$ cat src/include/cmt_pkg.sv
`default_nettype none
package cmt_pkg;
	// Base tick of the timers is 80 ns, made from the 50 ns core clock.
	localparam int CLK_PERIOD_NS = 50;
	localparam int BASE_TICK_NS = 80;
	localparam int ACC_W = 8;
	localparam logic [ACC_W-1:0] TICK_STEP = ACC_W'(CLK_PERIOD_NS);
	localparam logic [ACC_W-1:0] TICK_WRAP = ACC_W'(BASE_TICK_NS);
	localparam int TMR_W = 16;
	localparam int PRE_BUS_W = 8;
	localparam int PACE_PRE_W = 8;
	localparam int NOISE_PRE_W = 2;
	localparam int DATA_W = 32;
	localparam int ADDR_W = 8;
	localparam int IDX_W = 6;
	localparam int IDX_LSB = 2;
	// Register indices; the byte address is four times the index.
	localparam logic [IDX_W-1:0] IDX_CTRL_A = 6'h00;
	localparam logic [IDX_W-1:0] IDX_TX_VECTOR = 6'h03;
	localparam logic [IDX_W-1:0] IDX_VEC_LEN = 6'h04;
	localparam logic [IDX_W-1:0] IDX_PACE_PRELOAD = 6'h0E;
	localparam logic [IDX_W-1:0] IDX_NOISE_PRELOAD = 6'h0F;
	localparam logic [IDX_W-1:0] IDX_STATUS_B = 6'h11;
	localparam logic [IDX_W-1:0] IDX_PACE_COUNT = 6'h12;
	localparam logic [IDX_W-1:0] IDX_NOISE_COUNT = 6'h13;
	localparam logic [IDX_W-1:0] IDX_PRESCALE = 6'h14;
	localparam logic [IDX_W-1:0] IDX_EVENT = 6'h18;
	// Control register A fields.
	localparam int CTRL_W = 3;
	localparam int CTRL_PACE_FAST = 0;
	localparam int CTRL_NOISE_FAST = 1;
	localparam int CTRL_NOISE_AUTO = 2;
	// Status register B fields.
	localparam int STB_CAUSE_LSB = 0;
	localparam int STB_TX_CODE = 3;
	localparam int STB_RX_CODE = 4;
	localparam int STB_SEEN = 5;
	localparam int STB_SIGNALING = 6;
	localparam int STB_STATE_LSB = 7;
	localparam int PRE_NOISE_LSB = 8;
	localparam int EVT_HOST_ERR = 0;
	localparam int VEC_LEN_W = 4;
	// Connection manager state codes seen on the state input.
	localparam logic [3:0] PCM_NEXT = 4'h4;
	localparam logic [3:0] PCM_ACTIVE = 4'h8;
	localparam logic [3:0] PCM_MAINTENANCE = 4'h9;
	localparam logic [3:0] PCM_OFF = 4'h0;
	typedef enum logic [2:0] {
		CAUSE_NEVER = 3'b000,
		CAUSE_START = 3'b001,
		CAUSE_PACE = 3'b010,
		CAUSE_NOISE = 3'b011,
		CAUSE_QUIET = 3'b100,
		CAUSE_IDLE = 3'b101,
		CAUSE_HALT = 3'b110,
		CAUSE_RSVD = 3'b111
	} cmt_break_type;
endpackage : cmt_pkg
`default_nettype wire

$ cat src/include/cmt_timer_if.sv
`default_nettype none
interface cmt_timer_if;
	logic load;
	logic [cmt_pkg::TMR_W-1:0] load_value;
	logic run;
	logic fast;
	logic tick;
	logic [cmt_pkg::TMR_W-1:0] count;
	logic [cmt_pkg::PRE_BUS_W-1:0] prescale;
	logic expired;
	modport timer(input load, load_value, run, fast, tick,
		output count, prescale, expired);
	modport ctrl(output load, load_value, run, fast, tick,
		input count, prescale, expired);
endinterface : cmt_timer_if
`default_nettype wire

$ cat src/core/cmt_tick_gen.sv
`default_nettype none
module cmt_tick_gen (
	input wire logic clk_in,
	input wire logic rst_in,
	output logic tick_out
);
	typedef struct packed {
		logic [cmt_pkg::ACC_W-1:0] acc;
		logic tick;
	} cmt_tick_state_type;
	cmt_tick_state_type s_q;
	cmt_tick_state_type s_d;
	logic [cmt_pkg::ACC_W-1:0] sum;

	// Phase accumulator: five ticks in every eight clocks average 80 ns.
	// The jitter of one clock period (50 ns) stays below one 80 ns base tick, the fast-mode resolution.
	always_comb begin
		s_d = s_q;
		sum = s_q.acc + cmt_pkg::TICK_STEP;
		s_d.tick = 1'b0;
		if (sum >= cmt_pkg::TICK_WRAP) begin
			s_d.acc = sum - cmt_pkg::TICK_WRAP;
			s_d.tick = 1'b1;
		end else begin
			s_d.acc = sum;
		end
	end

	// State register.
	always_ff @(posedge clk_in or posedge rst_in) begin
		if (rst_in) begin
			s_q <= '0;
		end else begin
			s_q <= s_d;
		end
	end

	assign tick_out = s_q.tick;
endmodule : cmt_tick_gen
`default_nettype wire

$ cat src/core/cmt_timer.sv
`default_nettype none
module cmt_timer #(
	parameter int PRE_W = 8
) (
	input wire logic clk_in,
	input wire logic rst_in,
	cmt_timer_if.timer tif
);
	localparam logic [PRE_W-1:0] PRE_MAX = '1;
	typedef struct packed {
		logic [cmt_pkg::TMR_W-1:0] count;
		logic [PRE_W-1:0] pre;
		logic done;
		logic expired;
	} cmt_tmr_state_type;
	cmt_tmr_state_type s_q;
	cmt_tmr_state_type s_d;

	// A load restarts the count; once zero is reached the timer stays put.
	always_comb begin
		s_d = s_q;
		s_d.expired = 1'b0;
		if (tif.load) begin
			s_d.count = tif.load_value;
			s_d.pre = '0;
			s_d.done = 1'b0;
		end else if (tif.tick && tif.run && !s_q.done) begin
			if (tif.fast || (s_q.pre == PRE_MAX)) begin
				s_d.pre = '0;
				s_d.count = s_q.count + 1'b1;
				if (s_d.count == '0) begin
					s_d.done = 1'b1;
					s_d.expired = 1'b1;
				end
			end else begin
				s_d.pre = s_q.pre + 1'b1;
			end
		end
	end

	// State register; everything clears on hardware reset.
	always_ff @(posedge clk_in or posedge rst_in) begin
		if (rst_in) begin
			s_q <= '0;
		end else begin
			s_q <= s_d;
		end
	end

	assign tif.count = s_q.count;
	assign tif.prescale = cmt_pkg::PRE_BUS_W'(s_q.pre);
	assign tif.expired = s_q.expired;
endmodule : cmt_timer
`default_nettype wire

$ cat src/core/cmt_conn_timers.sv
`default_nettype none
module cmt_conn_timers (
	input wire logic core_clk_in,
	input wire logic sys_rst_in,
	input wire logic psel_in,
	input wire logic penable_in,
	input wire logic pwrite_in,
	input wire logic [cmt_pkg::ADDR_W-1:0] paddr_in,
	input wire logic [cmt_pkg::DATA_W-1:0] pwdata_in,
	output logic [cmt_pkg::DATA_W-1:0] prdata_out,
	output logic pready_out,
	output logic pslverr_out,
	input wire logic [3:0] pcm_state_in,
	input wire logic pace_load_in,
	input wire logic [cmt_pkg::TMR_W-1:0] pace_param_in,
	input wire logic response_expected_in,
	input wire logic lsm_leave_idle_in,
	input wire logic line_idle_in,
	input wire logic [cmt_pkg::TMR_W-1:0] noise_limit_in,
	input wire logic line_state_seen_in,
	input wire logic rx_code_start_in,
	input wire logic tx_code_start_in,
	input wire logic signal_done_in,
	input wire logic break_enter_in,
	input wire logic [2:0] break_cause_in,
	output logic [cmt_pkg::TMR_W-1:0] tx_vector_out,
	output logic [cmt_pkg::VEC_LEN_W-1:0] vector_length_out,
	output logic signaling_out,
	output logic line_state_seen_out,
	output logic rx_code_started_out,
	output logic tx_code_started_out,
	output logic pace_expired_out,
	output logic noise_expired_out,
	output logic break_req_out,
	output logic [2:0] break_req_cause_out,
	output logic host_access_error_out
);
	typedef struct packed {
		logic [cmt_pkg::CTRL_W-1:0] ctrl;
		logic [cmt_pkg::TMR_W-1:0] tx_vector;
		logic [cmt_pkg::VEC_LEN_W-1:0] vec_len;
		logic signaling;
		logic seen;
		logic rx_code;
		logic tx_code;
		logic [2:0] cause;
		logic [3:0] prev_state;
		logic host_err;
		logic noise_run;
		logic [cmt_pkg::DATA_W-1:0] prdata;
		logic pready;
		logic pslverr;
		logic break_req;
		logic [2:0] break_cause;
	} cmt_top_state_type;

	cmt_top_state_type s_q;
	cmt_top_state_type s_d;
	cmt_timer_if pace_if();
	cmt_timer_if noise_if();
	logic tick;
	logic [cmt_pkg::IDX_W-1:0] idx;
	logic setup;
	logic wr_fire;
	logic in_maintenance_state;
	logic noise_auto;
	logic pace_host_ok;
	logic pace_host_bad;
	logic noise_host_ok;
	logic noise_host_bad;
	logic vec_bad;
	logic noise_hw_load;
	logic state_change;
	logic err_set;

	// Word index of an address; both phases decode it the same way.
	function automatic logic [cmt_pkg::IDX_W-1:0] word_index(
		input logic [cmt_pkg::ADDR_W-1:0] addr
	);
		word_index = addr[cmt_pkg::ADDR_W-1:cmt_pkg::IDX_LSB];
	endfunction : word_index

	// True for every index that answers without an error.
	function automatic logic is_mapped(
		input logic [cmt_pkg::IDX_W-1:0] i
	);
		unique case (i)
			cmt_pkg::IDX_CTRL_A,
			cmt_pkg::IDX_TX_VECTOR,
			cmt_pkg::IDX_VEC_LEN,
			cmt_pkg::IDX_PACE_PRELOAD,
			cmt_pkg::IDX_NOISE_PRELOAD,
			cmt_pkg::IDX_STATUS_B,
			cmt_pkg::IDX_PACE_COUNT,
			cmt_pkg::IDX_NOISE_COUNT,
			cmt_pkg::IDX_PRESCALE,
			cmt_pkg::IDX_EVENT: is_mapped = 1'b1;
			default: is_mapped = 1'b0;
		endcase
	endfunction : is_mapped

	// Shared 80 ns base tick for both prescalers.
	cmt_tick_gen u_tick (
		.clk_in(core_clk_in),
		.rst_in(sys_rst_in),
		.tick_out(tick)
	);

	cmt_timer #(
		.PRE_W(cmt_pkg::PACE_PRE_W)
	) u_pace (
		.clk_in(core_clk_in),
		.rst_in(sys_rst_in),
		.tif(pace_if)
	);

	cmt_timer #(
		.PRE_W(cmt_pkg::NOISE_PRE_W)
	) u_noise (
		.clk_in(core_clk_in),
		.rst_in(sys_rst_in),
		.tif(noise_if)
	);

	// Bus decode. A write lands only on the access edge with pready high.
	assign idx = word_index(paddr_in);
	assign setup = psel_in && !penable_in;
	assign wr_fire = psel_in && penable_in && s_q.pready && pwrite_in;
	assign in_maintenance_state = (pcm_state_in == cmt_pkg::PCM_MAINTENANCE);
	assign noise_auto = s_q.ctrl[cmt_pkg::CTRL_NOISE_AUTO];
	assign state_change = (pcm_state_in != s_q.prev_state);

	// Host preloads are checked against the manager state at write time.
	assign pace_host_ok = wr_fire && (idx == cmt_pkg::IDX_PACE_PRELOAD)
		&& in_maintenance_state;
	assign pace_host_bad = wr_fire && (idx == cmt_pkg::IDX_PACE_PRELOAD)
		&& !in_maintenance_state;
	assign noise_host_ok = wr_fire && (idx == cmt_pkg::IDX_NOISE_PRELOAD)
		&& in_maintenance_state && !noise_auto;
	assign noise_host_bad = wr_fire && (idx == cmt_pkg::IDX_NOISE_PRELOAD)
		&& !(in_maintenance_state && !noise_auto);
	assign vec_bad = wr_fire && s_q.signaling
		&& ((idx == cmt_pkg::IDX_TX_VECTOR)
		|| (idx == cmt_pkg::IDX_VEC_LEN));
	assign err_set = pace_host_bad || noise_host_bad || vec_bad;

	// In maintenance the line only reloads the noise timer in auto mode,
	// so a host preload there is not overwritten behind its back.
	assign noise_hw_load = lsm_leave_idle_in
		&& (!in_maintenance_state || noise_auto);

	// Pacing timer drive; a manager load and a host load share one port.
	assign pace_if.load = pace_load_in || pace_host_ok;
	assign pace_if.load_value = pace_host_ok ?
		pwdata_in[cmt_pkg::TMR_W-1:0] : pace_param_in;
	assign pace_if.run = 1'b1;
	assign pace_if.fast = s_q.ctrl[cmt_pkg::CTRL_PACE_FAST];
	assign pace_if.tick = tick;

	// Noise timer drive.
	assign noise_if.load = noise_hw_load || noise_host_ok;
	assign noise_if.load_value = noise_host_ok ?
		pwdata_in[cmt_pkg::TMR_W-1:0] : noise_limit_in;
	assign noise_if.run = s_q.noise_run || noise_if.load;
	assign noise_if.fast = s_q.ctrl[cmt_pkg::CTRL_NOISE_FAST];
	assign noise_if.tick = tick;

	// Next-state logic for registers, flags and the bus answer.
	always_comb begin
		s_d = s_q;
		s_d.prev_state = pcm_state_in;
		s_d.break_req = 1'b0;

		// Bus answer is prepared in setup so it can come from a flop.
		if (setup) begin
			s_d.pready = 1'b1;
			s_d.pslverr = !is_mapped(idx);
			s_d.prdata = '0;
			unique case (idx)
				cmt_pkg::IDX_CTRL_A: begin
					s_d.prdata[cmt_pkg::CTRL_W-1:0] = s_q.ctrl;
				end
				cmt_pkg::IDX_TX_VECTOR: begin
					s_d.prdata[cmt_pkg::TMR_W-1:0] = s_q.tx_vector;
				end
				cmt_pkg::IDX_VEC_LEN: begin
					s_d.prdata[cmt_pkg::VEC_LEN_W-1:0] = s_q.vec_len;
				end
				cmt_pkg::IDX_STATUS_B: begin
					s_d.prdata[cmt_pkg::STB_STATE_LSB +: 4] = pcm_state_in;
					s_d.prdata[cmt_pkg::STB_SIGNALING] = s_q.signaling;
					s_d.prdata[cmt_pkg::STB_SEEN] = s_q.seen;
					s_d.prdata[cmt_pkg::STB_RX_CODE] = s_q.rx_code;
					s_d.prdata[cmt_pkg::STB_TX_CODE] = s_q.tx_code;
					s_d.prdata[cmt_pkg::STB_CAUSE_LSB +: 3] = s_q.cause;
				end
				cmt_pkg::IDX_PACE_COUNT: begin
					s_d.prdata[cmt_pkg::TMR_W-1:0] = pace_if.count;
				end
				cmt_pkg::IDX_NOISE_COUNT: begin
					s_d.prdata[cmt_pkg::TMR_W-1:0] = noise_if.count;
				end
				cmt_pkg::IDX_PRESCALE: begin
					s_d.prdata[cmt_pkg::PACE_PRE_W-1:0] =
						pace_if.prescale[cmt_pkg::PACE_PRE_W-1:0];
					s_d.prdata[cmt_pkg::PRE_NOISE_LSB +: cmt_pkg::NOISE_PRE_W] =
						noise_if.prescale[cmt_pkg::NOISE_PRE_W-1:0];
				end
				cmt_pkg::IDX_EVENT: begin
					s_d.prdata[cmt_pkg::EVT_HOST_ERR] = s_q.host_err;
				end
				default: begin
					s_d.prdata = '0;
				end
			endcase
		end else if (psel_in && penable_in && s_q.pready) begin
			s_d.pready = 1'b0;
			s_d.pslverr = 1'b0;
		end

		// Control register and signalling vector writes.
		if (wr_fire && (idx == cmt_pkg::IDX_CTRL_A)) begin
			s_d.ctrl = pwdata_in[cmt_pkg::CTRL_W-1:0];
		end
		if (wr_fire && !s_q.signaling
			&& (idx == cmt_pkg::IDX_VEC_LEN)) begin
			s_d.vec_len = pwdata_in[cmt_pkg::VEC_LEN_W-1:0];
		end

		// Signalling clears when the manager is done; a vector write made while it is still set is refused.
		if (signal_done_in) begin
			s_d.signaling = 1'b0;
		end
		if (wr_fire && !s_q.signaling
			&& (idx == cmt_pkg::IDX_TX_VECTOR)) begin
			s_d.tx_vector = pwdata_in[cmt_pkg::TMR_W-1:0];
			s_d.signaling = 1'b1;
		end

		// Per-state flags clear on a state change; a same-cycle set wins.
		if (state_change) begin
			s_d.seen = 1'b0;
			s_d.rx_code = 1'b0;
			s_d.tx_code = 1'b0;
		end
		if (line_state_seen_in) begin
			s_d.seen = 1'b1;
		end
		if (rx_code_start_in) begin
			s_d.rx_code = 1'b1;
		end
		if (tx_code_start_in) begin
			s_d.tx_code = 1'b1;
		end

		// The cause of the last break entry stays until the next one.
		if (break_enter_in) begin
			s_d.cause = break_cause_in;
		end

		// Host access error: write one clears it, a new error wins.
		if (wr_fire && (idx == cmt_pkg::IDX_EVENT)
			&& pwdata_in[cmt_pkg::EVT_HOST_ERR]) begin
			s_d.host_err = 1'b0;
		end
		if (err_set) begin
			s_d.host_err = 1'b1;
		end

		// Noise timing runs from a load until idle line state returns.
		if (line_idle_in && !noise_if.load) begin
			s_d.noise_run = 1'b0;
		end
		if (noise_if.load) begin
			s_d.noise_run = 1'b1;
		end

		// Break requests to the manager; noise has priority in ACTIVE.
		if (noise_if.expired && !line_idle_in
			&& (pcm_state_in == cmt_pkg::PCM_ACTIVE)) begin
			s_d.break_req = 1'b1;
			s_d.break_cause = cmt_pkg::CAUSE_NOISE;
		end else if (pace_if.expired && response_expected_in) begin
			s_d.break_req = 1'b1;
			s_d.break_cause = cmt_pkg::CAUSE_PACE;
		end
	end

	// State register. The previous state resets to OFF, the reset state
	// of the manager, so no false change is seen after reset.
	always_ff @(posedge core_clk_in or posedge sys_rst_in) begin
		if (sys_rst_in) begin
			s_q <= '0;
			s_q.prev_state <= cmt_pkg::PCM_OFF;
			s_q.cause <= cmt_pkg::CAUSE_NEVER;
		end else begin
			s_q <= s_d;
		end
	end

	// Outputs, all from flops of this module or of the timers.
	assign prdata_out = s_q.prdata;
	assign pready_out = s_q.pready;
	assign pslverr_out = s_q.pslverr;
	assign tx_vector_out = s_q.tx_vector;
	assign vector_length_out = s_q.vec_len;
	assign signaling_out = s_q.signaling;
	assign line_state_seen_out = s_q.seen;
	assign rx_code_started_out = s_q.rx_code;
	assign tx_code_started_out = s_q.tx_code;
	assign pace_expired_out = pace_if.expired;
	assign noise_expired_out = noise_if.expired;
	assign break_req_out = s_q.break_req;
	assign break_req_cause_out = s_q.break_cause;
	assign host_access_error_out = s_q.host_err;
endmodule : cmt_conn_timers
`default_nettype wire

$ cat config.mk
export PLATFORM = sky130hd
export DESIGN_NAME = cmt_conn_timers
export DESIGN_NICKNAME = d
export VERILOG_FILES = /design/src/include/cmt_pkg.sv /design/src/include/cmt_timer_if.sv /design/src/core/cmt_tick_gen.sv /design/src/core/cmt_timer.sv /design/src/core/cmt_conn_timers.sv
export SDC_FILE = /design/constraint.sdc
export NUM_CORES = 1
export LEC_CHECK = 0
export BUFFER_PORTS_ARGS = -buffer_cell sky130_fd_sc_hd__buf_2
export CAP_MARGIN = 20
export CORE_MARGIN = 1
export CORE_UTILIZATION = 30
export CTS_CLUSTER_SIZE = 8
export DETAILED_ROUTE_END_ITERATION = 16
export PLACE_DENSITY_LB_ADDON = 0.1
export SETUP_SLACK_MARGIN = 0.2
export SLEW_MARGIN = 0
export SYNTH_ARGS = -nofsm -noshare
export SYNTH_HDL_FRONTEND = slang
export SYNTH_SLANG_ARGS = --single-unit
$ cat constraint.sdc
create_clock -name core_clk_in -period 10.8 [get_ports core_clk_in]
set_input_delay 1.62 -clock core_clk_in [delete_from_list [all_inputs] [get_ports core_clk_in]]
set_output_delay 1.62 -clock core_clk_in [all_outputs]
set_load 0.1 [all_outputs]
==> results.md <==
- The achievable frequency is 0.248 GHz.
- Cells with a size suffix above 1 make up 25.5% of the layout.
- The number of clock buffers added by TritonCTS is 9.
- The register area is between 2000 and 3000 um2.
- In this run the static leakage power is between 3 and 4 nW.
- The floorplan step set the die width to between 150 and 200 um.
- In this run, post-CTS hold repair placed 0 buffers.
- In the routed design, unresolved DRC markers number 0.
- For this design, the sink count on the clock tree is 111.
- The xor/xnor share of the synthesized area is between 2 and 2.5%.
- The placeable core region is 22700 um2.
- Setup repair after global routing left no endpoint under its margin.
- The synthesized-area fraction occupied by adder cells is slightly below 2%.
- The max-capacitance violation count is 0.
- After layout, the worst path uses 37.4% of the clock period.
- The maximum clock skew at final layout is 6.97 ps.
- Compared with the post-synthesis result, the final layout area differs by 11.0%.
- In this run the tightest slew margin relative to its limit is between 30% and 40%.
- The power per unit of standard cell area is about 130 nW/um2.
- Once detailed placement completed, the half-perimeter wirelength came to around 18000 um.
- The first global-routing pass estimated 36300 um of wire.
- The number of setup buffers added after CTS is 0.
- The required time of the worst setup path is about 11000 ps.
- After synthesis the netlist holds a flip-flop and latch count of between 100 and 150.
- The CTS root buffer is sky130_fd_sc_hd__clkbuf_16.
- The vias per cell is 5.62.
- In this run the mean area of a mapped cell was about 9.6 um2.
- The combinational cell fraction of total power is 20.9%.
- For this run, the post-layout net count is around 890.
- The deepest level of the CTS H-tree is 3.
- The reg-to-reg setup timing slack is between 7000 and 8000 ps.
- Summing the areas of all and, or, nand and nor instances in the mapped netlist gives between 15 and 20% of the synthesized area.
- At the end of routability-driven placement, the weighted congestion stood at about 0.85.
- Across every metal layer, demand over resource in global routing totals 20.2%.
- For the pin with the worst max-slew slack, the measured transition is just over 1000 ps.
- Counting every instance in the synthesized netlist gives 727.
- VDD sags by at most roughly 0.073 mV.
- Clock-pin slew was measured on the worst setup and hold paths at 80 ps.
- The worst setup path is captured at a flop.
- The max-slew violation total from the final report is 0.
- The worst setup path is launched from an input port.
- The area of the die is ~24000 um2.
- The number of filler instances in the final layout is around 2400.
- The clock tree from TritonCTS is yes.
- The initial antenna violation count is 0.
- In this run the tool buffered the top-level ports with 122 buffer cells.
- The flow ran to the end, and the final reports show no timing, DRC or antenna violations.
- In this run switching power makes up between 30% and 40% of total power.
- The most used flip-flop cell after synthesis is sky130_fd_sc_hd__dfrtp_1.
- The maximum fanout along the worst path is 25.
- The summed negative setup slack over all endpoints is 0 ps.
- After clock tree synthesis, the repair step resized 0 gates.
- The number of global-route vias before repair is about 6000.
- The clock reaches the later pin of the worst-skew pair after about 360 ps.
- The type of the worst setup path is input port to flop.
- Of the post-synthesis cell area, the part taken by muxes is 4.92%.
- The main combinational cell family by area after synthesis is compound AO/OA/AOI/OAI gates.
- The initial standard-cell utilization of the core is ~31%.
- The yosys synthesis warning count is 0.
- The path category of the worst min-delay check is flop to flop.
- For this design the total switching power over the nets is 0.000373 W.
- The pre-CTS worst setup slack is approximately 6400 ps.
- Yosys mapped the design onto between 70 and 80 distinct sky130hd cell types.
- The multi-input logic area is ~3600 um2.
- The area fraction in compound gates after synthesis is between 20% and 30%.
- The initial DRC count is roughly 400.
- The first TritonRoute pass finished after 9 iterations.
- 158 I/O pins were placed.
- The hold violation count in the final report is 0.
- The number of enable flip-flop cells after synthesis is 0.
- The number of diodes is 0.
- The maximum number of pins on one net before global-route repair is slightly above 80.
- The total number of vias is between 6000 and 7000.
- Counting flops with an async set or reset pin after synthesis yields a share of 100%.
- The share of total power dissipated in the clock network is 32.0%.
- Setup violations remaining at the end of the flow were counted as 0.
- The total standard cell area after synthesis is 6960 um2.
- The internal power component is 0.000659 W.
- Summing the sequential cell areas from Yosys gives between 30% and 40% of the chip area.
- The arrival time of data at the critical path endpoint is approximately 4300 ps.
- The number of cell rows is 55.
- The worst-case clock buffer depth is 2.
- The setup slack of the critical path after layout is 6760 ps.
- The total wire length after detailed routing is ~24000 um.
- The sequential share of power is 47.1%.
- The routed design could run at a clock period as short as 4040 ps.
- The die outline height is between 150 and 200 um.
- The sum of overflow across all layers after global routing is 0.
- The number of nets still failing antenna checks after routing is 0.
- The per-cell routed wire length is between 20 and 25 um.
cell families (layout without fill, tap and decap cells):
kind of cell,count (synthesis),after routing
and+or+nand+nor,238,238
buffers and inverters,110,156
adders and majority gates,11,11
DFF,111,111
muxes,31,31
xor gates and xnor gates,19,19
AOI/OAI and AO/OA,206,206
other,1,17
cell usage after synthesis, types with 3 or more instances:
| library cell | number | area share, % |
|---|---|---|
| sky130_fd_sc_hd__nand2b_1 | 9 | 0.81 |
| sky130_fd_sc_hd__clkbuf_1 | 20 | 1.1 |
| sky130_fd_sc_hd__mux2i_1 | 5 | 0.72 |
| sky130_fd_sc_hd__a21oi_1 | 13 | 0.93 |
| sky130_fd_sc_hd__a21o_1 | 14 | 1.5 |
| sky130_fd_sc_hd__nor2_1 | 38 | 2.0 |
| sky130_fd_sc_hd__a222oi_1 | 13 | 1.9 |
| sky130_fd_sc_hd__buf_4 | 55 | 5.9 |
| sky130_fd_sc_hd__o211ai_1 | 6 | 0.65 |
| sky130_fd_sc_hd__o311ai_0 | 8 | 1.0 |
| sky130_fd_sc_hd__nand3_2 | 3 | 0.43 |
| sky130_fd_sc_hd__o21ai_0 | 46 | 3.3 |
| sky130_fd_sc_hd__buf_2 | 15 | 1.1 |
| sky130_fd_sc_hd__a22o_1 | 19 | 2.4 |
| sky130_fd_sc_hd__nor2b_1 | 7 | 0.63 |
| sky130_fd_sc_hd__nand4_1 | 14 | 1.3 |
| sky130_fd_sc_hd__dfrtp_1 | 111 | 40 |
| sky130_fd_sc_hd__nor3_1 | 18 | 1.3 |
| sky130_fd_sc_hd__nand3_1 | 35 | 2.5 |
| sky130_fd_sc_hd__xor2_1 | 9 | 1.1 |
| sky130_fd_sc_hd__a221oi_1 | 3 | 0.38 |
| sky130_fd_sc_hd__o311a_1 | 5 | 0.72 |
| sky130_fd_sc_hd__nor4_1 | 5 | 0.45 |
| sky130_fd_sc_hd__nand4b_1 | 3 | 0.38 |
| sky130_fd_sc_hd__o21a_1 | 4 | 0.43 |
| sky130_fd_sc_hd__inv_1 | 14 | 0.75 |
| sky130_fd_sc_hd__and3_1 | 12 | 1.1 |
| sky130_fd_sc_hd__nand2_1 | 60 | 3.2 |
| sky130_fd_sc_hd__a22oi_1 | 31 | 3.3 |
| sky130_fd_sc_hd__ha_1 | 11 | 2.0 |
| sky130_fd_sc_hd__xnor2_1 | 10 | 1.3 |
| sky130_fd_sc_hd__or2_2 | 3 | 0.27 |
| sky130_fd_sc_hd__mux2_2 | 26 | 4.2 |
| sky130_fd_sc_hd__o31ai_1 | 15 | 1.6 |
| sky130_fd_sc_hd__clkbuf_2 | 3 | 0.22 |
| sky130_fd_sc_hd__and2_1 | 3 | 0.27 |
| sky130_fd_sc_hd__a31oi_1 | 11 | 0.99 |
worst paths after layout:
kind	start	to	cells past startpoint
setup / recovery	pcm_state_in[2]	u_noise.tif.count[3]	6
hold / removal	u_tick.s_q[2]	u_tick.s_q[2]	1
setup reg to reg	pready_out	u_noise.tif.count[8]	6
hold reg to reg	u_tick.s_q[2]	u_tick.s_q[2]	1
max in group asynchronous	sys_rst_in	u_noise.tif.count[12]	4
min in group asynchronous	sys_rst_in	tx_vector_out[2]	2
cell type report:
| cell class | instances | share of cell area, % |
|---|---|---|
| clock inverter | 7 | 0.729 |
| inverter | 14 | 0.712 |
| sequential | 111 | 35.9 |
| multi-input combinational | 522 | 46.5 |
| clock buffer | 9 | 2.91 |
| tap | 285 | 4.61 |
| timing repair buffer | 126 | 8.55 |
layer usage:
| metal | track usage [%] | part of all wire (%) | routed length, um |
|---|---|---|---|
| met1 | 28.0 | 47 | 11000 |
| met2 | 32.1 | 46 | 10900 |
| met5 | 0 | 0 | 0 |
| met4 | 6.18 | 1.6 | 384 |
| met3 | 3.28 | 5.6 | 1320 |
sequential cells by signal, indices dropped and copies added, names as in the netlist, 2 cells and up:
| name | cells |
|---|---|
| vector_length_out | 4 |
| u_tick.s_q | 7 |
| u_pace.tif.count | 16 |
| u_pace.tif.prescale | 8 |
| tx_vector_out | 16 |
| u_noise.tif.count | 16 |
| u_noise.tif.prescale | 2 |
| s_q | 8 |
| prdata_out | 16 |
| break_req_cause_out | 2 |
stage by stage:
stage | instance area, um2 | util [%] | cells | hold WS [ps] | total power (W)
floorplan | 7020 | - | 743 | 423 | 0.000658
global placement | 7420 | 32.7 | 1057 | 441 | 0.000706
detailed placement | 7420 | 32.7 | 1057 | 454 | 0.000709
CTS | 7700 | 33.9 | 1073 | 466 | 0.00104
global route | 7730 | 34.0 | 1074 | 473 | 0.00108
finish | 7730 | 34.0 | 1074 | 465 | 0.00103
cells in the final DEF, fill, tap and decap left out, types with 4 or more instances in the layout:
master                      Yosys  final
sky130_fd_sc_hd__nor3_1        18     18
sky130_fd_sc_hd__buf_2         15    122
sky130_fd_sc_hd__xor2_1         9      9
sky130_fd_sc_hd__a21o_1        14     14
sky130_fd_sc_hd__nor2b_1        7      6
sky130_fd_sc_hd__nand2b_1       9      9
sky130_fd_sc_hd__nor2_1        38     38
sky130_fd_sc_hd__inv_1         14     13
sky130_fd_sc_hd__nand4_1       14     14
sky130_fd_sc_hd__nor4_1         5      4
sky130_fd_sc_hd__xnor2_1       10     10
sky130_fd_sc_hd__o311ai_0       8      8
sky130_fd_sc_hd__mux2i_1        5      5
sky130_fd_sc_hd__and3_1        12     12
sky130_fd_sc_hd__a222oi_1      13     13
sky130_fd_sc_hd__conb_1         1     17
sky130_fd_sc_hd__nand2_1       60     60
sky130_fd_sc_hd__o211ai_1       6      6
sky130_fd_sc_hd__mux2_2        26     26
sky130_fd_sc_hd__ha_1          11     11
sky130_fd_sc_hd__a21oi_1       13     13
sky130_fd_sc_hd__a22o_1        19     19
sky130_fd_sc_hd__a22oi_1       31     31
sky130_fd_sc_hd__a31oi_1       11     11
sky130_fd_sc_hd__o31ai_1       15     15
sky130_fd_sc_hd__o311a_1        5      5
sky130_fd_sc_hd__o21ai_0       46     46
sky130_fd_sc_hd__o21a_1         4      4
sky130_fd_sc_hd__dfrtp_1      111    111
sky130_fd_sc_hd__clkbuf_16      0      9
sky130_fd_sc_hd__nand3_1       35     35
critical path, stage by stage:
cell	delay, ps
sky130_fd_sc_hd__buf_2	140
sky130_fd_sc_hd__nand4bb_4	300
sky130_fd_sc_hd__o21a_1	470
sky130_fd_sc_hd__nor2_1	850
sky130_fd_sc_hd__nand2_2	530
sky130_fd_sc_hd__a22o_1	350
power by group through the flow:
stage          combinational, W  clock [W]  sequential [W]
2_1_floorplan          0.000174          0        0.000484
3_3_place_gp           0.000213          0        0.000493
3_5_place_dp           0.000215          0        0.000494
4_1_cts                0.000216   0.000341        0.000485
5_1_grt                0.000231   0.000357        0.000491
6_report               0.000216   0.000331        0.000486
(Power assumes the default switching activity.)
